`config.mk`:
```
export PLATFORM = sky130hd
export DESIGN_NAME = ssfsd_exec
export DESIGN_NICKNAME = d
export VERILOG_FILES = /design/src/ssfsd_pkg.sv /design/src/ssfsd_alu.sv /design/src/ssfsd_exec.sv
export VERILOG_INCLUDE_DIRS = /design/src /design/src/src
export SDC_FILE = /design/constraint.sdc
export NUM_CORES = 1
export LEC_CHECK = 0
export BUFFER_PORTS_ARGS = -buffer_cell sky130_fd_sc_hd__buf_2
export CORE_MARGIN = 10
export CORE_UTILIZATION = 41
export DETAILED_ROUTE_END_ITERATION = 12
export PLACE_DENSITY = 0.69
export SLEW_MARGIN = 10
export SYNTH_ARGS = -nofsm -noshare
export SYNTH_HDL_FRONTEND = slang
export SYNTH_HIERARCHICAL = 1
export SYNTH_SLANG_ARGS = --single-unit
```
`constraint.sdc`:
```
create_clock -name mclk -period 15.7 [get_ports mclk]
set_input_delay 0.785 -clock mclk [delete_from_list [all_inputs] [get_ports mclk]]
set_output_delay 0.785 -clock mclk [all_outputs]
set_load 0.01 [all_outputs]
```
`src/ssfsd_regs.svh`:
```
// Constants for the subtract, swap and FPU register store datapath
`ifndef SSFSD_REGS_SVH
`define SSFSD_REGS_SVH

// ****************************************
// Opcode fields
// ****************************************
`define SSFSD_TOP_MOVE       4'h0
`define SSFSD_TOP_PUSH       4'h4
`define SSFSD_TOP_ARITH      4'h3
`define SSFSD_TOP_SWAP       4'h6
`define SSFSD_LOW_SYSREG_GPR 4'ha
`define SSFSD_LOW_SYSREG_MEM 4'h2
`define SSFSD_MID_XFER       4'h5
`define SSFSD_MID_CSR        4'h6
`define SSFSD_LOW_DIFF       4'h8
`define SSFSD_LOW_DIFF_BRW   4'ha
`define SSFSD_LOW_DIFF_UNF   4'hb
`define SSFSD_LOW_BYTE_SWAP  4'h8
`define SSFSD_LOW_HALF_SWAP  4'h9

// ****************************************
// Datapath values
// ****************************************
`define SSFSD_CSR_STORE_MASK 32'h003fffff
`define SSFSD_PREDEC_STEP    32'h00000004
`define SSFSD_WORD_ALIGN_LSB 2'h0

// ****************************************
// Reset values
// ****************************************
`define SSFSD_RST_READY      1'h1
`define SSFSD_RST_T          1'h0
`define SSFSD_RST_WORD       32'h00000000
`define SSFSD_RST_GPR_IDX    4'h0

`endif

```
`src/ssfsd_pkg.sv`:
```
// Types shared by the subtract, swap and FPU register store datapath
package ssfsd_pkg;

  typedef enum logic [3:0] {
    SSFSD_OP_NONE          = 4'b0000,
    SSFSD_OP_XFER_TO_GPR   = 4'b0001,
    SSFSD_OP_CSR_TO_GPR    = 4'b0010,
    SSFSD_OP_PUSH_XFER     = 4'b0011,
    SSFSD_OP_PUSH_CSR      = 4'b0100,
    SSFSD_OP_DIFF          = 4'b0101,
    SSFSD_OP_DIFF_BORROW   = 4'b0110,
    SSFSD_OP_DIFF_UNDERFLW = 4'b0111,
    SSFSD_OP_BYTE_SWAP     = 4'b1000,
    SSFSD_OP_HALF_SWAP     = 4'b1001
  } ssfsd_op_t;

  typedef enum logic [1:0] {
    SSFSD_EXC_NONE      = 2'b00,
    SSFSD_EXC_TLB_MISS  = 2'b01,
    SSFSD_EXC_TLB_PROT  = 2'b10,
    SSFSD_EXC_ADDR_ERR  = 2'b11
  } ssfsd_exc_t;

  typedef enum logic [1:0] {
    SSFSD_ST_IDLE  = 2'b00,
    SSFSD_ST_STORE = 2'b01
  } ssfsd_state_t;

  typedef struct packed {
    ssfsd_state_t state;
    logic         issueReady;
    logic         doneValid;
    logic         illegal;
    logic         excValid;
    ssfsd_exc_t   excCode;
    logic         memWrValid;
    logic [31:0]  memWrAddr;
    logic [31:0]  memWrData;
    logic [3:0]   pendGpr;
    logic         tFlag;
    logic [31:0]  dbgData;
  } ssfsd_core_t;

endpackage : ssfsd_pkg

```
`src/ssfsd_alu.sv`:
```
// Combinational result logic for the subtract, swap and FPU store group
`timescale 1ns/1ps
`include "ssfsd_regs.svh"

module ssfsd_alu
  import ssfsd_pkg::*;
(
  input  wire ssfsd_op_t   op,
  input  wire logic [31:0] dstVal,
  input  wire logic [31:0] srcVal,
  input  wire logic        tIn,
  input  wire logic [31:0] fpuTransferReg,
  input  wire logic [31:0] fpuControlStatusReg,
  output logic [31:0]      result,
  output logic [31:0]      storeData,
  output logic             tOut,
  output logic             tWrite
);

  logic [31:0] diff;
  logic [31:0] diffT;
  logic [31:0] csrMasked;

  assign diff      = dstVal - srcVal;
  assign diffT     = diff - {31'h0, tIn};
  assign csrMasked = fpuControlStatusReg & `SSFSD_CSR_STORE_MASK;

  always_comb begin
    result    = dstVal;
    storeData = fpuTransferReg;
    tOut      = tIn;
    tWrite    = 1'b0;
    case (op)
      SSFSD_OP_XFER_TO_GPR: result = fpuTransferReg;
      SSFSD_OP_CSR_TO_GPR:  result = csrMasked;
      SSFSD_OP_PUSH_XFER: begin
        result    = dstVal - `SSFSD_PREDEC_STEP;
        storeData = fpuTransferReg;
      end
      SSFSD_OP_PUSH_CSR: begin
        result    = dstVal - `SSFSD_PREDEC_STEP;
        storeData = csrMasked;
      end
      SSFSD_OP_DIFF: result = diff;
      SSFSD_OP_DIFF_BORROW: begin
        result = diffT;
        tOut   = (dstVal < diff) | (diff < diffT);
        tWrite = 1'b1;
      end
      SSFSD_OP_DIFF_UNDERFLW: begin
        result = diff;
        tOut   = (dstVal[31] != srcVal[31]) & (diff[31] != dstVal[31]);
        tWrite = 1'b1;
      end
      SSFSD_OP_BYTE_SWAP: result = {srcVal[31:16], srcVal[7:0], srcVal[15:8]};
      SSFSD_OP_HALF_SWAP: result = {srcVal[15:0], srcVal[31:16]};
      default: result = dstVal;
    endcase
  end

endmodule : ssfsd_alu

```
`src/ssfsd_exec.sv`:
```
// Execute stage for FPU register stores, subtractions and swaps
`timescale 1ns/1ps
`include "ssfsd_regs.svh"

module ssfsd_exec
  import ssfsd_pkg::*;
#(
  parameter int GPR_COUNT = 16
)
(
  input  wire logic        mclk,
  input  wire logic        rst_n,
  input  wire logic        issueValid,
  input  wire logic [15:0] issueInstr,
  output logic             issueReady_q,
  output logic             doneValid_q,
  output logic             illegalInstr_q,
  output logic             excValid_q,
  output ssfsd_exc_t       excCode_q,
  input  wire logic [31:0] fpuTransferReg,
  input  wire logic [31:0] fpuControlStatusReg,
  output logic             memWrValid_q,
  output logic [31:0]      memWrAddr_q,
  output logic [31:0]      memWrData_q,
  input  wire logic        memWrReady,
  input  wire ssfsd_exc_t  memWrResp,
  output logic             tFlag_q,
  input  wire logic        tLoadValid,
  input  wire logic        tLoadValue,
  input  wire logic        gprLoadValid,
  input  wire logic [3:0]  gprLoadIdx,
  input  wire logic [31:0] gprLoadData,
  input  wire logic [3:0]  dbgGprIdx,
  output logic [31:0]      dbgGprData_q
);

  // ****************************************
  // Reset image of the control state
  // ****************************************
  localparam ssfsd_core_t CORE_RST = '{
    state:      SSFSD_ST_IDLE,
    issueReady: `SSFSD_RST_READY,
    doneValid:  1'h0,
    illegal:    1'h0,
    excValid:   1'h0,
    excCode:    SSFSD_EXC_NONE,
    memWrValid: 1'h0,
    memWrAddr:  `SSFSD_RST_WORD,
    memWrData:  `SSFSD_RST_WORD,
    pendGpr:    `SSFSD_RST_GPR_IDX,
    tFlag:      `SSFSD_RST_T,
    dbgData:    `SSFSD_RST_WORD
  };

  // ****************************************
  // Decode
  // ****************************************
  function automatic ssfsd_op_t decodeOp(input logic [15:0] instr);
    ssfsd_op_t op;
    op = SSFSD_OP_NONE;
    if (instr[15:12] == `SSFSD_TOP_MOVE && instr[3:0] == `SSFSD_LOW_SYSREG_GPR) begin
      if (instr[7:4] == `SSFSD_MID_XFER) begin
        op = SSFSD_OP_XFER_TO_GPR;
      end else if (instr[7:4] == `SSFSD_MID_CSR) begin
        op = SSFSD_OP_CSR_TO_GPR;
      end
    end else if (instr[15:12] == `SSFSD_TOP_PUSH && instr[3:0] == `SSFSD_LOW_SYSREG_MEM) begin
      if (instr[7:4] == `SSFSD_MID_XFER) begin
        op = SSFSD_OP_PUSH_XFER;
      end else if (instr[7:4] == `SSFSD_MID_CSR) begin
        op = SSFSD_OP_PUSH_CSR;
      end
    end else if (instr[15:12] == `SSFSD_TOP_ARITH) begin
      if (instr[3:0] == `SSFSD_LOW_DIFF) begin
        op = SSFSD_OP_DIFF;
      end else if (instr[3:0] == `SSFSD_LOW_DIFF_BRW) begin
        op = SSFSD_OP_DIFF_BORROW;
      end else if (instr[3:0] == `SSFSD_LOW_DIFF_UNF) begin
        op = SSFSD_OP_DIFF_UNDERFLW;
      end
    end else if (instr[15:12] == `SSFSD_TOP_SWAP) begin
      if (instr[3:0] == `SSFSD_LOW_BYTE_SWAP) begin
        op = SSFSD_OP_BYTE_SWAP;
      end else if (instr[3:0] == `SSFSD_LOW_HALF_SWAP) begin
        op = SSFSD_OP_HALF_SWAP;
      end
    end
    return op;
  endfunction : decodeOp

  function automatic logic isPush(input ssfsd_op_t op);
    return (op == SSFSD_OP_PUSH_XFER) || (op == SSFSD_OP_PUSH_CSR);
  endfunction : isPush

  // ****************************************
  // State and register file
  // ****************************************
  ssfsd_core_t core_q;
  ssfsd_core_t core_d;

  logic [31:0] gprFile [GPR_COUNT];

  ssfsd_op_t   curOp;
  logic [3:0]  dstIdx;
  logic [3:0]  srcIdx;
  logic [31:0] dstVal;
  logic [31:0] srcVal;
  logic [31:0] aluResult;
  logic [31:0] aluStore;
  logic        aluT;
  logic        aluTWrite;
  logic        issueTaken;
  logic        gprWe;
  logic [3:0]  gprWa;
  logic [31:0] gprWd;

  assign curOp      = decodeOp(issueInstr);
  assign dstIdx     = issueInstr[11:8];
  assign srcIdx     = issueInstr[7:4];
  assign issueTaken = issueValid && core_q.issueReady;

  // Operands are sampled from the array before the edge that writes it
  assign dstVal = gprFile[dstIdx];
  assign srcVal = gprFile[srcIdx];

  ssfsd_alu u_alu (
    .op                  (curOp),
    .dstVal              (dstVal),
    .srcVal              (srcVal),
    .tIn                 (core_q.tFlag),
    .fpuTransferReg      (fpuTransferReg),
    .fpuControlStatusReg (fpuControlStatusReg),
    .result              (aluResult),
    .storeData           (aluStore),
    .tOut                (aluT),
    .tWrite              (aluTWrite)
  );

  // ****************************************
  // Next-state logic
  // ****************************************
  always_comb begin
    core_d           = core_q;
    core_d.doneValid = 1'b0;
    core_d.illegal   = 1'b0;
    core_d.excValid  = 1'b0;
    core_d.dbgData   = gprFile[dbgGprIdx];
    gprWe            = 1'b0;
    gprWa            = dstIdx;
    gprWd            = aluResult;

    case (core_q.state)
      SSFSD_ST_IDLE: begin
        if (issueTaken) begin
          if (curOp == SSFSD_OP_NONE) begin
            core_d.doneValid = 1'b1;
            core_d.illegal   = 1'b1;
          end else if (isPush(curOp)) begin
            if (aluResult[1:0] != `SSFSD_WORD_ALIGN_LSB) begin
              // Misaligned target never reaches memory and leaves dest_gpr intact
              core_d.excValid  = 1'b1;
              core_d.excCode   = SSFSD_EXC_ADDR_ERR;
              core_d.doneValid = 1'b1;
            end else begin
              core_d.memWrValid = 1'b1;
              core_d.memWrAddr  = aluResult;
              core_d.memWrData  = aluStore;
              core_d.pendGpr    = dstIdx;
              core_d.issueReady = 1'b0;
              core_d.state      = SSFSD_ST_STORE;
            end
          end else begin
            gprWe            = 1'b1;
            core_d.doneValid = 1'b1;
            if (aluTWrite) begin
              core_d.tFlag = aluT;
            end
          end
        end else if (tLoadValid) begin
          core_d.tFlag = tLoadValue;
        end
      end

      SSFSD_ST_STORE: begin
        if (memWrReady) begin
          core_d.memWrValid = 1'b0;
          core_d.doneValid  = 1'b1;
          core_d.issueReady = 1'b1;
          core_d.state      = SSFSD_ST_IDLE;
          if (memWrResp == SSFSD_EXC_NONE) begin
            // Pointer commits only once the store is accepted, keeping faults restartable
            gprWe = 1'b1;
            gprWa = core_q.pendGpr;
            gprWd = core_q.memWrAddr;
          end else begin
            core_d.excValid = 1'b1;
            core_d.excCode  = memWrResp;
          end
        end else if (tLoadValid) begin
          core_d.tFlag = tLoadValue;
        end
      end

      default: begin
        core_d = CORE_RST;
      end
    endcase
  end

  // ****************************************
  // Registers
  // ****************************************
  always_ff @(posedge mclk or negedge rst_n) begin
    if (!rst_n) begin
      core_q <= CORE_RST;
    end else begin
      core_q <= core_d;
    end
  end

  // Datapath writes win over the side load port in the same cycle
  always_ff @(posedge mclk) begin
    if (gprWe) begin
      gprFile[gprWa] <= gprWd;
    end else if (gprLoadValid) begin
      gprFile[gprLoadIdx] <= gprLoadData;
    end
  end

  // ****************************************
  // Outputs
  // ****************************************
  assign issueReady_q   = core_q.issueReady;
  assign doneValid_q    = core_q.doneValid;
  assign illegalInstr_q = core_q.illegal;
  assign excValid_q     = core_q.excValid;
  assign excCode_q      = core_q.excCode;
  assign memWrValid_q   = core_q.memWrValid;
  assign memWrAddr_q    = core_q.memWrAddr;
  assign memWrData_q    = core_q.memWrData;
  assign tFlag_q        = core_q.tFlag;
  assign dbgGprData_q   = core_q.dbgData;

endmodule : ssfsd_exec

```
==> results by group <==
Placement
  – I/O Buffers: about 220
  – Post-DP HPWL: 87,700 um
  – Pre-CTS WS: 5.66 ns
  – Cells after DPL: between 4,000 and 5,000
  – GP Congestion: just under 1

Logic synthesis
  – Mapped Nets: approximately 3,000
  – Seq/Total Area, Yosys: a little under half
  – Post-Syn Instances: ~2,700
  – Mapped Area: roughly 40,000 um^2
  – Async set-reset flop share out of synthesis: 17.6%
  – Yosys cell types: ~110
  – Synth Flop Type: edfxtp_1
  – Post-synth EDFFs: approximately 510
  – Avg Inst Size Synth: around 14 um^2
  – Yosys warns: 6
  – Number of synthesized register bits: about 620

Timing
  – Final Hold Violating Endpoints: 0
  – Max-slew headroom: around 28%
  – RSZ-0062 raised after global routing: no
  – FMAX: approximately 0.11 GHz
  – Final setup skew: ~0.037 ns
  – Slew Limit Fails: 0
  – Count of final setup violators: 0
  – Final WS setup: between 6 and 7 ns
  – Fin crit period: 9.47 ns
  – Worst Max-Slew Pin Slew: 1.07 ns
  – Hold Slack: ~0.17 ns
  – Setup TNS: 0 ns
  – Final period util: ~60%

Pwr
  – Leak: between 15 and 20 nW
  – Power Dens Cells: 106 nW/um^2
  – Power, Total: around 4.6 mW
  – Worst IR Drop VDD: 0.0691 mV

Detailed routing
  – Routed Antenna Nets: 0
  – DRT Wirelength: 133,000 um
  – Wirelength per Cell: 32.2 um
  – Total number of vias: around 27,000
  – Avg Vias per Cell: 6.61
  – DRC: 0
  – Initial DRC count: around 4,000
  – DRT Pass-1 Iters: 8

Clocking
  – Worst-skew pair later-pin latency: 0.64 ns
  – PostCTS Resize Cnt: 0
  – TritonCTS clock tree: yes
  – Reg clk slew, reported paths: about 0.060 ns
  – Hold_buf cts: 0
  – Clock buffer depth: 3
  – CTS Sinks: approximately 620
  – Clock Root Buffer: clkbuf_16
  – H-tree Lvls: 3
  – Total CTS buffers: 67
  – Setup Buffers After CTS: 0

Global routing
  – Vias in the first global route: about 27,000
  – GR Overflow Total: 0
  – Initial antenna violation count: 10
  – First-pass GRT wire length: around 190,000 um
  – Largest net degree at the start of global routing: 79
  – All-Layer GR Usage: between 20% and 30%

Setup path
  – Critical path class: primary input to flip-flop
  – Startpoint types: primary input
  – FF-to-FF Start: gprFile[12][0]
  – Required @ worst endpoint: around 16 ns
  – Element type at the critical path end: flip-flop
  – CP arrival: ~10 ns
  – Worst Setup SP: issueInstr[8]
  – Crit-path max FO: slightly above 50

Die
  – # rows: between 100 and 150
  – Starting Density: between 40% and 50%
  – Ports: roughly 230
  – Core area: approximately 95,000 um^2
  – Chip height: roughly 330 um
  – Die X: between 300 and 400 um
  – Die ar.: ~110,000 um^2

Outcome
  – Status: completed

Finish
  – Share of cells above drive strength 1: between 30 and 40%
  – Layout area overhead: 10.4%
  – Count of non-filler cells in the finished layout: around 4,100
  – Fillers: between 8,000 and 9,000
  – Final nets: 3,003

Job
  – Max_cap viols: 0

Hold path
  – Hold WC Path Type: primary input to async pin
==> registers in the layout, summed over array words and instances, names as in the netlist <==
register,count
core_q,5
dbgGprData_q,32
doneValid_q,1
excCode_q,2
excValid_q,1
gprFile,512
illegalInstr_q,1
issueReady_q,1
memWrAddr_q,32
memWrData_q,32
memWrValid_q,1
tFlag_q,1
==> cell type report <==
cell class	instances	area, um^2	share of cell area (%)
Clock buffer	81	1830	4.20
Antenna cell	1	2.50	0.00573
Clock inverter	42	512	1.17
Sequential cell	621	18100	41.5
Multi-Input combinational cell	1758	19800	45.3
Timing Repair Buffer	275	1560	3.57
Inverter	82	308	0.705
Tap cell	1265	1580	3.63
==> path summary, 6_finish.rpt <==
path | slack (ns) | depth (start not counted) | to
hold / removal | 0.17 | 1 | memWrData_q[3]
setup / recovery | 6.23 | 24 | tFlag_q
hold reg to reg | 0.48 | 1 | memWrData_q[9]
max in group asynchronous | 14.23 | 2 | dbgGprData_q[26]
min in group mclk | 0.48 | 1 | memWrData_q[9]
setup reg to reg | 7.31 | 25 | tFlag_q
==> placed cells by master, fill, tap and decap left out, drive strengths merged, types with 41 or more instances in the layout <==
cell	n
inv	86
mux4	480
dfrtp	108
o21ai	82
edfxtp	512
ha	68
nand3	49
nor2	116
buf	272
mux2	127
clkbuf	84
nand2	228
a21oi	119
nor3	41
==> power breakdown <==
part / internal, mW / total [mW] / leakage [nW] / switching (mW)
Sequential: 1.85 / 1.87 / 6.05 / 0.0181
Clock: 1.00 / 1.69 / 1.14 / 0.683
Combinational: 0.398 / 1.07 / 8.15 / 0.667
Total: 3.25 / 4.62 / 15.3 / 1.37
==> worst max-delay path, cell delays in order <==
cell       delay [ns]
clkbuf_8         0.52
buf_4            0.84
mux4_2           0.62
mux4_2           0.58
ha_1             0.46
a21o_1           0.28
a221o_1          0.45
xnor2_2          0.30
inv_2            0.11
a21oi_1          0.35
and3_1           0.25
nand3_1          0.25
nor4_1           0.75
nand4bb_1        0.34
nor2_1           0.20
ha_1             0.29
xor3_1           0.36
a2111oi_0        0.88
o2111ai_1        0.25
a41oi_1          0.33
nor4b_1          0.12
a211o_1          0.31
mux2i_1          0.14
a21oi_1          0.08
==> per-stage QoR <==
step	util (%)	area [um^2]
finish	45.8	43700
global route	45.8	43700
CTS	45.8	43700
detailed placement	43.4	41300
global placement	43.4	41300
floorplan	-	39500
==> per-layer routing <==
| layer | track usage, % | up-vias | wire [um] |
|---|---|---|---|
| li1 | - | 11200 | - |
| met1 | 30.9 | 13900 | 48200 |
| met2 | 37.3 | 1745 | 61600 |
| met3 | 6.37 | 338 | 15500 |
| met4 | 11.7 | 8 | 7340 |
| met5 | 0 | - | 45 |
==> synth_stat cells, types with 8 or more instances <==
library cell,n,share of area [%]
buf_4,99,1.9
and3_1,15,0.24
o21ai_0,76,0.96
nand4_1,16,0.25
buf_1,29,0.28
inv_1,79,0.75
nor3_1,38,0.48
o22ai_1,27,0.43
clkbuf_1,115,1.1
mux2i_1,8,0.20
mux2_2,89,2.5
or3_1,18,0.28
o211ai_1,22,0.42
mux4_2,480,27
and2_1,9,0.14
buf_2,34,0.43
nor2b_1,24,0.38
o21a_1,16,0.30
buf_6,8,0.23
nand3_1,47,0.59
ha_1,68,2.2
nor2_1,115,1.1
dfrtp_1,108,6.8
a22oi_1,15,0.28
nand2_1,227,2.2
or4_1,11,0.21
nand2b_1,12,0.19
edfxtp_1,512,39
a221oi_1,19,0.42
xor2_1,13,0.29
a21o_1,19,0.36
a21oi_1,115,1.5
xnor2_1,28,0.62
nor4_1,9,0.14
mux2_1,38,1.1
o221ai_1,12,0.27
==> kinds of logic after synthesis <==
| kind of cell | Yosys count | synth area share, % |
|---|---|---|
| DFF | 621 | 45.8 |
| muxes | 615 | 31.2 |
| and+or+nand+nor | 593 | 7.35 |
| AOI/OAI and AO/OA | 429 | 7.44 |
| buffers and inverters | 370 | 4.77 |
| adders and majority gates | 75 | 2.35 |
| xor gates and xnor gates | 46 | 1.13 |
Note: power is estimated with default switching activity, not from simulation.
